<file path="config.mk">
export PLATFORM = sky130hd
export DESIGN_NAME = seq_loop_ctrl
export DESIGN_NICKNAME = d
export VERILOG_FILES = /design/src/rtl/seq_loop_pkg.sv /design/src/rtl/scl_timer.sv /design/src/rtl/seq_loop_ctrl.sv
export SDC_FILE = /design/constraint.sdc
export NUM_CORES = 1
export LEC_CHECK = 0
export BUFFER_PORTS_ARGS = -buffer_cell sky130_fd_sc_hd__buf_2
export CAP_MARGIN = 20
export CORE_MARGIN = 2
export CORE_UTILIZATION = 45
export DETAILED_ROUTE_END_ITERATION = 12
export GPL_TIMING_DRIVEN = 0
export PLACE_DENSITY_LB_ADDON = 0.25
export RECOVER_POWER = 25
export SLEW_MARGIN = 20
export SYNTH_ARGS = -nofsm -noshare
export SYNTH_HDL_FRONTEND = slang
export SYNTH_SLANG_ARGS = --single-unit
</file>
<file path="constraint.sdc">
create_clock -name clk -period 9.7 [get_ports clk]
set_clock_uncertainty 0.15 [all_clocks]
set_input_delay 1.94 -clock clk [delete_from_list [all_inputs] [get_ports clk]]
set_output_delay 1.94 -clock clk [all_outputs]
set_load 0.01 [all_outputs]
</file>
<file path="src/rtl/seq_loop_pkg.sv">
package seq_loop_pkg;
  // ****************************************
  // Register map
  // ****************************************
  localparam logic [7:0] ADDR_REPEAT = 8'hc9;
  localparam logic [7:0] ADDR_REFRESH = 8'hca;
  localparam logic [7:0] ADDR_SCL_LOW = 8'hcb;
  localparam logic [7:0] ADDR_SCL_HIGH = 8'hcc;
  localparam logic [7:0] RST_REPEAT = 8'h01;
  localparam logic [7:0] RST_REFRESH = 8'h00;
  localparam logic [7:0] RST_SCL_LOW = 8'h5e;
  localparam logic [7:0] RST_SCL_HIGH = 8'h3f;
  // ****************************************
  // Timing classes
  // ****************************************
  localparam logic [1:0] CLASS_STD = 2'h0;
  localparam logic [1:0] CLASS_FAST = 2'h1;
  localparam logic [1:0] CLASS_FMP = 2'h2;
  localparam int SCALE_STD = 8;
  localparam int SCALE_FAST = 4;
  localparam int SCALE_FMP = 1;
  // Minimum high and low counts in PLL periods, after scaling
  localparam int MIN_LOW_STD = 744;
  localparam int MIN_HIGH_STD = 632;
  localparam int MIN_LOW_FAST = 208;
  localparam int MIN_HIGH_FAST = 96;
  localparam int MIN_LOW_FMP = 81;
  localparam int MIN_HIGH_FMP = 42;
  // Slowest allowed clock, 50 kHz at 156 MHz: 3120 PLL periods per cycle
  localparam int PLL_MHZ = 156;
  localparam int MIN_SCL_KHZ = 50;
  localparam int MAX_SCL_PERIOD = (PLL_MHZ * 1000) / MIN_SCL_KHZ;
  // ****************************************
  // Refresh tick
  // ****************************************
  localparam int CLK_MHZ = 250;
  localparam int REFRESH_UNIT_US = 100;
  localparam int REFRESH_UNIT_CYCLES = REFRESH_UNIT_US * CLK_MHZ;
  localparam int RISE_LIMIT = 64;
endpackage

</file>
<file path="src/rtl/scl_timer.sv">
`timescale 1ns/100ps
module scl_timer
  import seq_loop_pkg::*;
(
  input wire logic pll_clk_en,
  input wire logic clk,
  input wire logic sys_rst,
  input wire logic run,
  input wire logic [1:0] timing_class_select,
  input wire logic [7:0] scl_low_count,
  input wire logic [7:0] scl_high_count,
  input wire logic scl_in_sync,
  output logic scl_drive_low,
  output logic cycle_done
);
  // ****************************************
  // Scaled phase lengths
  // ****************************************
  logic [11:0] low_len, high_len, min_low, min_high, want_low, want_high;
  logic [11:0] cnt_reg, rise_reg;
  logic phase_high_reg;

  function automatic logic [11:0] scale(input logic [7:0] v, input logic [1:0] c);
    if (c == CLASS_STD) scale = {v, 3'h0} + 12'h000;
    else if (c == CLASS_FAST) scale = {2'h0, v, 2'h0};
    else scale = {4'h0, v};
  endfunction

  always_comb begin
    if (timing_class_select == CLASS_STD) begin
      min_low = 12'(MIN_LOW_STD);
      min_high = 12'(MIN_HIGH_STD);
    end else if (timing_class_select == CLASS_FAST) begin
      min_low = 12'(MIN_LOW_FAST);
      min_high = 12'(MIN_HIGH_FAST);
    end else begin
      min_low = 12'(MIN_LOW_FMP);
      min_high = 12'(MIN_HIGH_FMP);
    end
    want_low = scale(scl_low_count, timing_class_select);
    want_high = scale(scl_high_count, timing_class_select);
    // Illegal values fall back to the class minimums
    low_len = (want_low < min_low) ? min_low : want_low;
    high_len = (want_high < min_high) ? min_high : want_high;
    // Cap so the bus never runs below the slowest supported rate
    if (low_len + high_len > 12'(MAX_SCL_PERIOD)) begin
      low_len = 12'(MAX_SCL_PERIOD / 2);
      high_len = 12'(MAX_SCL_PERIOD / 2);
    end
  end

  // ****************************************
  // Phase counter, PLL-period steps
  // ****************************************
  // Rise time is absorbed into the high phase; counting starts once SCL is seen high or after RISE_LIMIT periods of waiting
  always_ff @(posedge clk or posedge sys_rst) begin
    if (sys_rst) begin
      cnt_reg <= 12'h000;
      rise_reg <= 12'h000;
      phase_high_reg <= 1'b0;
      cycle_done <= 1'b0;
    end else begin
      cycle_done <= 1'b0;
      if (!run) begin
        cnt_reg <= 12'h000;
        rise_reg <= 12'h000;
        phase_high_reg <= 1'b0;
      end else if (pll_clk_en) begin
        if (!phase_high_reg) begin
          if (cnt_reg + 12'h001 >= low_len) begin
            phase_high_reg <= 1'b1;
            cnt_reg <= 12'h000;
            rise_reg <= 12'h000;
          end else cnt_reg <= cnt_reg + 12'h001;
        end else if (!scl_in_sync && rise_reg < 12'(RISE_LIMIT)) begin
          rise_reg <= rise_reg + 12'h001;
        end else if (cnt_reg + rise_reg + 12'h001 >= high_len
                     && cnt_reg + 12'h001 >= min_high) begin
          phase_high_reg <= 1'b0;
          cnt_reg <= 12'h000;
          cycle_done <= 1'b1;
        end else cnt_reg <= cnt_reg + 12'h001;
      end
    end
  end

  assign scl_drive_low = run && !phase_high_reg;
endmodule // scl_timer

</file>
<file path="src/rtl/seq_loop_ctrl.sv">
`timescale 1ns/100ps
// Notes on behaviour
// - Repeat count register reads programmed value
// - Count zero replays sequence forever
// - Count one sends sequence once
// - Count above one sends that many
// - Looping applies only to buffered sequence
// - Refresh timer needs count not one
// - Refresh period counts 100 us units
// - Zero period means back-to-back passes
// - Overrun sets frame error, requests interrupt
// - Low count resets to 94
// - High count resets to 63
// - SCL counted in PLL clock periods
// - Counts scaled eight, four or one
// - Illegal counts fall back to minimums
// - Rise time monitored, minimums still kept
// - Reset selects fast-mode plus timing
// - Serial clock never below 50 kHz
// - Class field encodes the three modes
module seq_loop_ctrl
  import seq_loop_pkg::*;
#(
  parameter int REFRESH_UNIT = REFRESH_UNIT_CYCLES
) (
  input wire logic clk,
  input wire logic sys_rst,
  input wire logic [7:0] reg_addr,
  input wire logic [7:0] reg_wdata,
  input wire logic reg_wr,
  input wire logic reg_rd,
  output logic [7:0] reg_rdata,
  input wire logic [1:0] timing_class_select,
  input wire logic trigger_enable,
  input wire logic pll_clk_en,
  input wire logic start_buffer_seq,
  input wire logic seq_busy,
  input wire logic frame_error_clear,
  input wire logic scl_in,
  output logic pass_start,
  output logic stop_request,
  output logic loop_active,
  output logic frame_error_flag,
  output logic int_request,
  output logic scl_drive_low,
  output logic scl_cycle_done,
  output logic [7:0] pass_count
);
  // ****************************************
  // Registers
  // ****************************************
  logic [7:0] sequence_repeat_count_reg, refresh_period_reg, scl_low_count_reg;
  logic [7:0] scl_high_count_reg;
  logic [1:0] class_reg;
  logic [1:0] scl_sync_reg;
  logic [15:0] unit_cnt_reg;
  logic [7:0] period_cnt_reg;
  logic [7:0] pass_cnt_reg;
  logic busy_d_reg, start_pend_reg, timer_on, pass_end, period_hit, more_passes;

  always_ff @(posedge clk or posedge sys_rst) begin
    if (sys_rst) begin
      sequence_repeat_count_reg <= RST_REPEAT;
      refresh_period_reg <= RST_REFRESH;
      scl_low_count_reg <= RST_SCL_LOW;
      scl_high_count_reg <= RST_SCL_HIGH;
    end else if (reg_wr) begin
      if (reg_addr == ADDR_REPEAT) sequence_repeat_count_reg <= reg_wdata;
      else if (reg_addr == ADDR_REFRESH) refresh_period_reg <= reg_wdata;
      else if (reg_addr == ADDR_SCL_LOW) scl_low_count_reg <= reg_wdata;
      else if (reg_addr == ADDR_SCL_HIGH) scl_high_count_reg <= reg_wdata;
    end
  end

  // Readback is the stored value, not the live pass count
  always_ff @(posedge clk or posedge sys_rst) begin
    if (sys_rst) reg_rdata <= 8'h00;
    else if (reg_rd) begin
      if (reg_addr == ADDR_REPEAT) reg_rdata <= sequence_repeat_count_reg;
      else if (reg_addr == ADDR_REFRESH) reg_rdata <= refresh_period_reg;
      else if (reg_addr == ADDR_SCL_LOW) reg_rdata <= scl_low_count_reg;
      else if (reg_addr == ADDR_SCL_HIGH) reg_rdata <= scl_high_count_reg;
      else reg_rdata <= 8'h00;
    end
  end

  // ****************************************
  // Timing class
  // ****************************************
  // Reserved code 11 keeps the previous class
  always_ff @(posedge clk or posedge sys_rst) begin
    if (sys_rst) class_reg <= CLASS_FMP;
    else if (timing_class_select != 2'h3) class_reg <= timing_class_select;
  end

  // ****************************************
  // Pass sequencing
  // ****************************************
  assign pass_end = busy_d_reg && !seq_busy;
  assign timer_on = (sequence_repeat_count_reg != 8'h01) && !trigger_enable
                    && (refresh_period_reg != 8'h00);
  assign period_hit = timer_on && loop_active && pll_tick_unit(unit_cnt_reg)
                      && (period_cnt_reg + 8'h01 >= refresh_period_reg);
  assign more_passes = (sequence_repeat_count_reg == 8'h00)
                       || (pass_cnt_reg + 8'h01 < sequence_repeat_count_reg);

  // Counter passed in so continuous assignments see it change
  function automatic logic pll_tick_unit(input logic [15:0] c);
    pll_tick_unit = (c == 16'(REFRESH_UNIT - 1));
  endfunction

  always_ff @(posedge clk or posedge sys_rst) begin
    if (sys_rst) busy_d_reg <= 1'b0;
    else busy_d_reg <= seq_busy;
  end

  // Only the buffered sequence start enters the loop
  always_ff @(posedge clk or posedge sys_rst) begin
    if (sys_rst) begin
      loop_active <= 1'b0;
      pass_cnt_reg <= 8'h00;
      start_pend_reg <= 1'b0;
      pass_start <= 1'b0;
      stop_request <= 1'b0;
    end else begin
      pass_start <= 1'b0;
      stop_request <= 1'b0;
      if (start_buffer_seq && !loop_active) begin
        loop_active <= 1'b1;
        pass_cnt_reg <= 8'h00;
        pass_start <= 1'b1;
      end else if (loop_active) begin
        if (pass_end) begin
          stop_request <= 1'b1;
          if (more_passes) begin
            pass_cnt_reg <= pass_cnt_reg + 8'h01;
            if (timer_on) start_pend_reg <= 1'b1;
            else pass_start <= 1'b1;
          end else loop_active <= 1'b0;
        end else if (start_pend_reg && period_hit) begin
          start_pend_reg <= 1'b0;
          pass_start <= 1'b1;
        end
      end
    end
  end

  // ****************************************
  // Refresh timer
  // ****************************************
  // 16-bit prescaler covers 100 us at up to 655 MHz
  always_ff @(posedge clk or posedge sys_rst) begin
    if (sys_rst) begin
      unit_cnt_reg <= 16'h0000;
      period_cnt_reg <= 8'h00;
    end else if (!timer_on || !loop_active) begin
      unit_cnt_reg <= 16'h0000;
      period_cnt_reg <= 8'h00;
    // Cycle of pass_start already counts, so start to start is exactly the period
    end else if (pll_tick_unit(unit_cnt_reg)) begin
      unit_cnt_reg <= 16'h0000;
      period_cnt_reg <= period_hit ? 8'h00 : period_cnt_reg + 8'h01;
    end else unit_cnt_reg <= unit_cnt_reg + 16'h0001;
  end

  // Set wins over a clear in the same cycle
  always_ff @(posedge clk or posedge sys_rst) begin
    if (sys_rst) frame_error_flag <= 1'b0;
    else if (period_hit && seq_busy) frame_error_flag <= 1'b1;
    else if (frame_error_clear) frame_error_flag <= 1'b0;
  end

  assign int_request = frame_error_flag;
  assign pass_count = pass_cnt_reg;

  // ****************************************
  // SCL generation
  // ****************************************
  always_ff @(posedge clk or posedge sys_rst) begin
    if (sys_rst) scl_sync_reg <= 2'h3;
    else scl_sync_reg <= {scl_sync_reg[0], scl_in};
  end

  scl_timer u_scl_timer (
    .pll_clk_en(pll_clk_en),
    .clk(clk),
    .sys_rst(sys_rst),
    .run(seq_busy),
    .timing_class_select(class_reg),
    .scl_low_count(scl_low_count_reg),
    .scl_high_count(scl_high_count_reg),
    .scl_in_sync(scl_sync_reg[1]),
    .scl_drive_low(scl_drive_low),
    .cycle_done(scl_cycle_done)
  );
endmodule // seq_loop_ctrl

</file>
# ---- Yosys cells after proc, flatten, opt, wreduce, memory -nomap -nowiden
# Cells that the tools add are included.
dict set report totals {
  register_bits 108
  latch_bits 0
  ramBits 0
  romBits 0
  in_bits 28
  output_inout_bits 23
  memories 0
}
dict set report op_classes {
  addsub 8
  mul 0
  div 0
  n_lt_le_gt_ge 9
  eq_ne 14
  shifts 0
  n_mux 66
  bitwise_logic 4
  n_reduce_logical 37
}
# op n
set ops {}
lappend ops {{two-way mux 12 bit} 19}
lappend ops {{two-way mux 8 bit} 12}
lappend ops {{adder 12 x 1 -> 12 bit (second input constant)} 3}
lappend ops {{greater-or-equal comparator 12 bit} 3}
lappend ops {{== test 8 bit (second input constant)} 4}
lappend ops {{two-way mux 16 bit} 2}
lappend ops {{two-way mux 1 bit} 30}
lappend ops {{adder 12 bit} 2}
lappend ops {{< comparator 12 bit} 2}
lappend ops {{two-way mux 10 bit} 2}
lappend ops {{adder 16 x 1 -> 16 bit (second input constant)} 1}
lappend ops {{adder 8 x 1 -> 8 bit (second input constant)} 2}
lappend ops {{== test 16 x 15 -> 1 bit (second input constant)} 1}
lappend ops {{greater-than comparator 12 bit (second input constant)} 1}
lappend ops {{logical AND 1 bit} 12}
lappend ops {{< comparator 12 x 7 -> 1 bit (second input constant)} 1}
lappend ops {{nonzero test 2 bit} 6}
lappend ops {{AND reduction 5 bit} 2}
lappend ops {{AND reduction 3 bit} 3}
lappend ops {{greater-or-equal comparator 8 bit} 1}
lappend ops {{zero test 8 bit} 1}
lappend ops {{< comparator 8 bit} 1}
lappend ops {{inequality test 8 x 1 -> 1 bit (second input constant)} 1}
lappend ops {{nonzero test 8 bit} 1}
lappend ops {{12 further kinds} 25}

# ---- Longest topological paths before layout
# Gate-level depths: netlist of the first run.
dict set report depth {
  depth_word 15
  depth_mapped 32
}

# ---- Cells and area by module
# Synthesis of the first run repeated with hierarchy kept, for this count alone.
dict set report unflattened {
  hier_cells 895
  hier_area_um2 8227.9
}
# module instances cells_per_inst area_per_inst_um2
set modules_own_cells {}
lappend modules_own_cells {seq_loop_ctrl 1 390 4250.3}
lappend modules_own_cells {scl_timer 1 505 3977.6}

# ---- Worst setup path after synthesis of the first run
# No wires, ideal clock.
dict set report synth_timing {
  path_type {reg2reg}
  startpoint {register class_reg[1]}
  endpoint {register u_scl_timer.cnt_reg[6]}
  setup_time_ps 64
  arrival_ps 6185
  slack_ps 3301
  stages_incl_launch_ff 31
  path_buffers 4
  period_less_slack_ps 6399
  cell_sequence {dfstp_2 -> buf_2 -> clkbuf_1 -> o21ai_0 -> ha_1 -> o21ai_0 -> and3_1 -> o31ai_1 -> a21oi_1 -> buf_2 -> o21ai_1 -> inv_1 -> ha_1 -> a21o_1 -> a21o_1 -> a21oi_2 -> o21ai_1 -> a211o_1 -> a2111oi_2 -> a22oi_1 -> buf_6 -> nor3_2 -> ha_1 -> nand2b_1 -> a2111oi_0 -> nor4_1 -> a2111oi_0 -> o211a_1 -> o21bai_2 -> a221oi_1 -> a21o_1}
}
dict set report synth_between {
  elab_chain_len 15
  elab_cells_between_ends 28
  cone_classes {1 x add/sub; 6 x order compare; 1 x eq/ne; 18 x mux; 2 x reduce/logical}
}
# item line
set synth_lines {}
lappend synth_lines {{from (decl)} seq_loop_ctrl.sv:54} ;# logic [1:0] class_reg;
lappend synth_lines {{from (signal assigned)} seq_loop_ctrl.sv:93} ;# else if (timing_class_select != 2'h3) class_reg <= timing_class_select;
lappend synth_lines {{== test 2 x 1 -> 1 bit} {scl_timer.sv:25, scl_timer.sv:33}}
lappend synth_lines {{two-way mux 10 bit, or another cell as far along} scl_timer.sv:25} ;# else if (c == CLASS_FAST) scale = {2'h0, v, 2'h0};
lappend synth_lines {{two-way mux 12 bit (on tied branches)} {scl_timer.sv:24, scl_timer.sv:30}}
lappend synth_lines {{< comparator 12 bit (on tied branches)} {scl_timer.sv:43, scl_timer.sv:44}}
lappend synth_lines {{two-way mux 12 bit (on tied branches)} {scl_timer.sv:43, scl_timer.sv:44}}
lappend synth_lines {{adder 12 bit} scl_timer.sv:46} ;# if (low_len + high_len > 12'(MAX_SCL_PERIOD)) begin
lappend synth_lines {{greater-than comparator 12 bit} scl_timer.sv:46}
lappend synth_lines {{two-way mux 12 bit} scl_timer.sv:46}
lappend synth_lines {{greater-or-equal comparator 12 bit} scl_timer.sv:77} ;# end else if (cnt_reg + rise_reg + 12'h001 >= high_len
lappend synth_lines {{logical AND 1 bit} scl_timer.sv:78} ;# && cnt_reg + 12'h001 >= min_high) begin
lappend synth_lines {{two-way mux 12 bit} scl_timer.sv:77}
lappend synth_lines {{two-way mux 12 bit} scl_timer.sv:75} ;# end else if (!scl_in_sync && rise_reg < 12'(RISE_LIMIT)) begin
lappend synth_lines {{two-way mux 12 bit (*)} scl_timer.sv:69} ;# if (!phase_high_reg) begin
lappend synth_lines {{two-way mux 12 bit (*)} scl_timer.sv:68} ;# end else if (pll_clk_en) begin
lappend synth_lines {{two-way mux 12 bit (*)} scl_timer.sv:64} ;# if (!run) begin
lappend synth_lines {{to (signal assigned)} scl_timer.sv:74} ;# end else cnt_reg <= cnt_reg + 12'h001;
lappend synth_lines {{to (signal assigned)} scl_timer.sv:82} ;# end else cnt_reg <= cnt_reg + 12'h001;
lappend synth_lines {{to (decl)} scl_timer.sv:20} ;# logic [11:0] cnt_reg, rise_reg;
# Mark *: on every way between the ends. The rest lies on a longest branch, timed or not. The select of a mux whose other input is x is not followed.
# A chain may end at the register's enable or synchronous reset.

# ---- Worst setup path after layout of the first run
dict set report layout_timing {
  startpoint {register class_reg[1]}
  endpoint {register u_scl_timer.cnt_reg[7]}
}
# Same word-level chain as after synthesis.

==> results of run 1 <==
## kinds of logic (layout without fill, tap and decap cells)
| group | Yosys count | count (layout) |
|---|---|---|
| multiplexers | 48 | 48 |
| flip-flops | 108 | 108 |
| XOR/XNOR | 44 | 44 |
| AO/OA/AOI/OAI | 195 | 195 |
| AND/OR/NAND/NOR | 324 | 324 |
| buffers and inverters | 69 | 135 |
| adder cells (fa/ha/maj) | 75 | 75 |
## metal layers
layer  global-route usage  wire length, µm  vias up
met3              0.02759              668       29
li1                     -                -     3245
met5                    0                0        -
met2               0.3462             8802      122
met1               0.2867             8778     3122
met4              0.06250              314        0
## power groups by stage
stage	clock network, mW	registers, mW	logic [mW]
5_1_grt	0.411	0.508	0.278
2_1_floorplan	0	0.509	0.170
3_5_place_dp	0	0.512	0.245
6_report	0.386	0.504	0.243
3_3_place_gp	0	0.512	0.239
4_1_cts	0.393	0.503	0.246
## per-stage QoR
stage               power [mW]  utilization  hold WS [ns]
floorplan               0.6800            -        0.1952
global placement        0.7506       0.4882        0.1961
detailed placement      0.7563       0.4901        0.1975
CTS                      1.142       0.5081        0.2080
global route             1.198       0.5077        0.2106
finish                   1.132       0.5077        0.2070
## cells in the mapped netlist (all sizes together) (16+ instances only)
cell type	count	area share
nand2b	27	0.021
a21oi	29	0.019
xnor2	27	0.030
ha	72	0.11
nand2	76	0.036
xor2	17	0.019
dfrtp	93	0.30
inv	44	0.021
nand3	42	0.027
mux2	36	0.052
a21o	16	0.015
o21ai	46	0.029
nor2	82	0.039
## worst paths after layout
| kind | to | slack [ns] | cells after the start | from |
|---|---|---|---|---|
| setup / recovery | u_scl_timer.cnt_reg[7] | 2.11 | 29 | class_reg[1] |
| hold / removal | scl_sync_reg[1] | 0.21 | 0 | scl_sync_reg[0] |
| setup reg to reg | u_scl_timer.cnt_reg[7] | 2.11 | 29 | class_reg[1] |
| hold reg to reg | scl_sync_reg[1] | 0.21 | 0 | scl_sync_reg[0] |
| max in group asynchronous | sequence_repeat_count_reg[4] | 6.05 | 2 | sys_rst |
| min in group asynchronous | unit_cnt_reg[10] | 2.17 | 2 | sys_rst |
## final cells by class
type,instances,area [µm²],area share
plain buffers,25,113.9,0.01301
clock buffers,11,242.7,0.02774
repair buffers,50,270.3,0.03088
flip-flops and latches,108,2721,0.3110
clock inverters,5,67.56,0.007721
multi-input cells,686,4887,0.5585
inverters,44,166.4,0.01902
well taps,225,281.5,0.03217
==> results_dict.tcl, run 1 <==
set metrics [dict create \
    drt-total-wl_um 18560 \
    syn_to_final_growth_pct 10.95 \
    dieHeight_um 136.4 \
    yosys_warnings 0 \
    worstSetupEndpointType "register" \
    cts_setup_buffers 0 \
    synth_cells 863 \
    place_inst 1138 \
    post-route-min-period_ns 7.585 \
    final_area_mm2 0.008751 \
    wl_per_cell_um 16.09 \
    instances_no_fill 1154 \
    clkPwrFrac 0.341 \
    slew_headroom -0.7600 \
    status "complete, but fails checks" \
    p_int_mw 0.7890 \
    start_util 0.4576 \
    cpMaxStageDelayCell "dfstp_2" \
    synth_nets 965 \
    final_common_cell "dfrtp_1" \
    port-buffer-count 49 \
    place.gp.congestion 0.9132 \
    synth_mux_area_frac 0.06710 \
    nNetsFinal 1026 \
    core_mm2 0.01724 \
    path_clk_slew_ns 0.08 \
    grt_max_degree 59 \
    clock-sinks 108 \
    yosysSeqAreaShare 0.3450 \
    grtUsageTotal 0.2095 \
    final_antenna_net_count 0 \
    rsz0062_at_grt "false" \
    antenna_found_initial 0 \
    ir_drop_mv 0.1056 \
    worst_pin_slew_ns 2.626 \
    cp_data_required_time_ns 9.85 \
    hold_viol_final 0 \
    sw_frac_of_total 0.3030 \
    synth_compound_gate_area_share 0.1751 \
    first_iter_violations 335 \
    worstSetupStartpointType "register" \
    path_buf_inv 4 \
    min_path_type "register to register" \
    final.setup.tns_ns 0 \
    power_density_mw_per_mm2 129.4 \
    diodes 0 \
    p_comb_frac 0.214 \
    syn_avg_cell_area_um2 9.140 \
    ctsResizeCount 0 \
    drive_above_1_share 0.1604 \
    grt_pass1_wl_um 30990 \
    ys_seq_elements 108 \
    critPathMaxFanout 10 \
    grt_pass1_vias 6303 \
    drc_errors 0 \
    hpwlAfterDp_um 14440 \
    via_per_inst 5.648 \
    setup_viol 0 \
    synthFlopType "dfrtp_1" \
    first_pass_iters 5 \
    placed_area_mm2 0.008447 \
    die_w_um 136.4 \
    largest_register_ffs 16 \
    fillers 1624 \
    die-area_mm2 0.01860 \
    holdBufCountCts 0 \
    async_flop_share 1.000 \
    crit_type "register to register" \
    cp_top_family "compound AO/OA/AOI/OAI gates" \
    cts_tree "done" \
    drv_slew 58 \
    cts_buffers 9 \
    slowest_delay_ns 0.54 \
    num_rows 48 \
    violations "capacitance limit, slew limit" \
    p_sw_mw 0.3430 \
    clock_latency_ns 0.36 \
    synth_top_family_by_area "simple AND/OR/NAND/NOR gates" \
    num_vias 6518 \
    synth.distinct_cells 82 \
    synth_edf_count 0 \
    final_cell_mix "dfrtp_1 (93), nor2_1 (82), nand2_1 (76), ha_1 (72), buf_2 (54)" \
    p_leak_nw 4.090 \
    fmax_mhz 131.8 \
    ioPinCount 51 \
    synthesis.area_mm2 0.007888 \
    finalCritPeriodShare 0.7820 \
    synth-simple-area-share 0.2078 \
    worst_ep_arrival_time_ns 7.73 \
    maxCapViolCount 1 \
    clock_path_buffers 2 \
    place_ws_ns 2.142 \
    root_buffer "clkbuf_16" \
    htree_levels 3 \
    synthAdderAreaFrac 0.1207 \
    synth_xor_area_frac 0.04886 \
    fin_ws_ns 2.115 \
    sequentialPowerShare 0.445 \
    grt_overflow 0 \
]
Note: power is estimated with default switching activity, not from simulation.
==> run 2, diff against run 1 <==
- clock period: 9.7 -> 7.72 ns (I/O delays scaled with it)
==> results_dict.tcl, run 2 (synthesis results as in run 1) <==
set metrics [dict create \
    min_path_type "register to register" \
    p_leak_nw 4.092 \
    finalPower_mw 1.425 \
    clock-sinks 108 \
    core_mm2 0.01724 \
    drt-total-wl_um 18610 \
    status "complete, but fails checks" \
    cts_setup_buffers 0 \
    clock_path_buffers 2 \
    wl_per_cell_um 16.13 \
    die_w_um 136.4 \
    first_pass_iters 4 \
    largest_register_ffs 16 \
    grt_pass1_wl_um 30990 \
    num_vias 6518 \
    slew_headroom -0.7603 \
    fmax_mhz 139.7 \
    final_common_cell "dfrtp_1" \
    via_per_inst 5.648 \
    crit_top_cell "nand2b_1" \
    clock_latency_ns 0.36 \
    final_cell_mix "dfrtp_1 (93), nor2_1 (82), nand2_1 (76), ha_1 (71), buf_2 (54)" \
    crit_type "register to register" \
    grt_overflow 0 \
    path_buf_inv 4 \
    cp_data_required_time_ns 7.87 \
    first_iter_violations 321 \
    hold_viol_final 0 \
    drive_above_1_share 0.1647 \
    maxCapViolCount 1 \
    instances_no_fill 1154 \
    grt_pass1_vias 6303 \
    grtUsageTotal 0.2095 \
    htree_levels 3 \
    slowest_delay_ns 0.54 \
    cp_top_family "compound AO/OA/AOI/OAI gates" \
    cpMaxStageDelayCell "dfstp_2" \
    worstSetupStartpointType "register" \
    path_clk_slew_ns 0.08 \
    root_buffer "clkbuf_16" \
    drc_errors 0 \
    finalCritPeriodShare 0.9271 \
    worst_pin_slew_ns 2.626 \
    place_inst 1138 \
    ioPinCount 51 \
    final.setup.tns_ns 0 \
    final_antenna_net_count 0 \
    post-route-min-period_ns 7.157 \
    num_rows 48 \
    nNetsFinal 1026 \
    violations "capacitance limit, slew limit" \
    diodes 0 \
    final_area_mm2 0.008771 \
    worstSetupEndpointType "register" \
    syn_to_final_growth_pct 11.20 \
    dieHeight_um 136.4 \
    antenna_found_initial 0 \
    placed_area_mm2 0.008447 \
    port-buffer-count 49 \
    cts_buffers 9 \
    die-area_mm2 0.01860 \
    drv_slew 58 \
    hpwlAfterDp_um 14440 \
    setup_viol 0 \
    place.gp.congestion 0.9132 \
    worst_ep_arrival_time_ns 7.31 \
    grt_max_degree 59 \
    critPathMaxFanout 10 \
    cts_tree "done" \
    power_density_mw_per_mm2 162.5 \
    ir_drop_mv 0.1327 \
    start_util 0.4576 \
]
## run 2: cell counts in the layout (fill, tap and decap cells not counted)
Identical to the previous run, type by type.
## run 2: worst reg2reg max path, delay by kind of cell (launching register included)
kind | cells | cell delay [ns]
adder cells (fa/ha/maj) | 3 | 0.92
AO/OA/AOI/OAI | 14 | 3.19
AND/OR/NAND/NOR | 8 | 1.42
buffers and inverters | 4 | 0.87
flip-flops | 1 | 0.54
## run 2: repair_timing
action | in CTS | in global routing
hold buffers | 0 | 0
resized for setup | 0 | 9
setup endpoints to repair | 0 | 24
## run 2: worst paths after layout
path	slack (ns)	startpoint	cells past startpoint	end
hold / removal	0.21	scl_sync_reg[0]	0	scl_sync_reg[1]
setup reg to reg	0.56	class_reg[1]	29	u_scl_timer.cnt_reg[7]
min in group asynchronous	1.77	sys_rst	2	unit_cnt_reg[10]
setup / recovery	0.56	class_reg[1]	29	u_scl_timer.cnt_reg[7]
hold reg to reg	0.21	scl_sync_reg[0]	0	scl_sync_reg[1]
max in group asynchronous	4.47	sys_rst	2	pass_count[4]
## run 2: final cells by class
class	instances	area [µm²]
inverters	44	166.4
fillers	1624	8466
clock buffers	11	242.7
plain buffers	25	116.4
multi-input cells	686	4905
flip-flops and latches	108	2721
well taps	225	281.5
repair buffers	50	270.3
clock inverters	5	67.56
## run 2: per-stage QoR
| step | utilization | hold slack [ns] | worst slack [ns] |
|---|---|---|---|
| final | 0.5089 | 0.2070 | 0.5626 |
| after global routing | 0.5089 | 0.2106 | -0.006177 |
| after CTS | 0.5081 | 0.2080 | 0.08936 |
| after detailed placement | 0.4901 | 0.1975 | 0.1624 |
| after global placement | 0.4882 | 0.1961 | 0.1571 |
| after floorplan | - | 0.1952 | 1.321 |
## run 2: report_power, final
part	switching [mW]	internal, mW
sequential	0.0349	0.598
clock	0.219	0.266
combinational	0.179	0.129
## run 2: layer usage
layer | part of all wire | vias to the layer above | track usage
li1 | - | 3251 | -
met1 | 0.47 | 3122 | 0.2867
met2 | 0.47 | 119 | 0.3462
met3 | 0.037 | 26 | 0.02759
met4 | 0.016 | 0 | 0.06250
met5 | 0 | - | 0
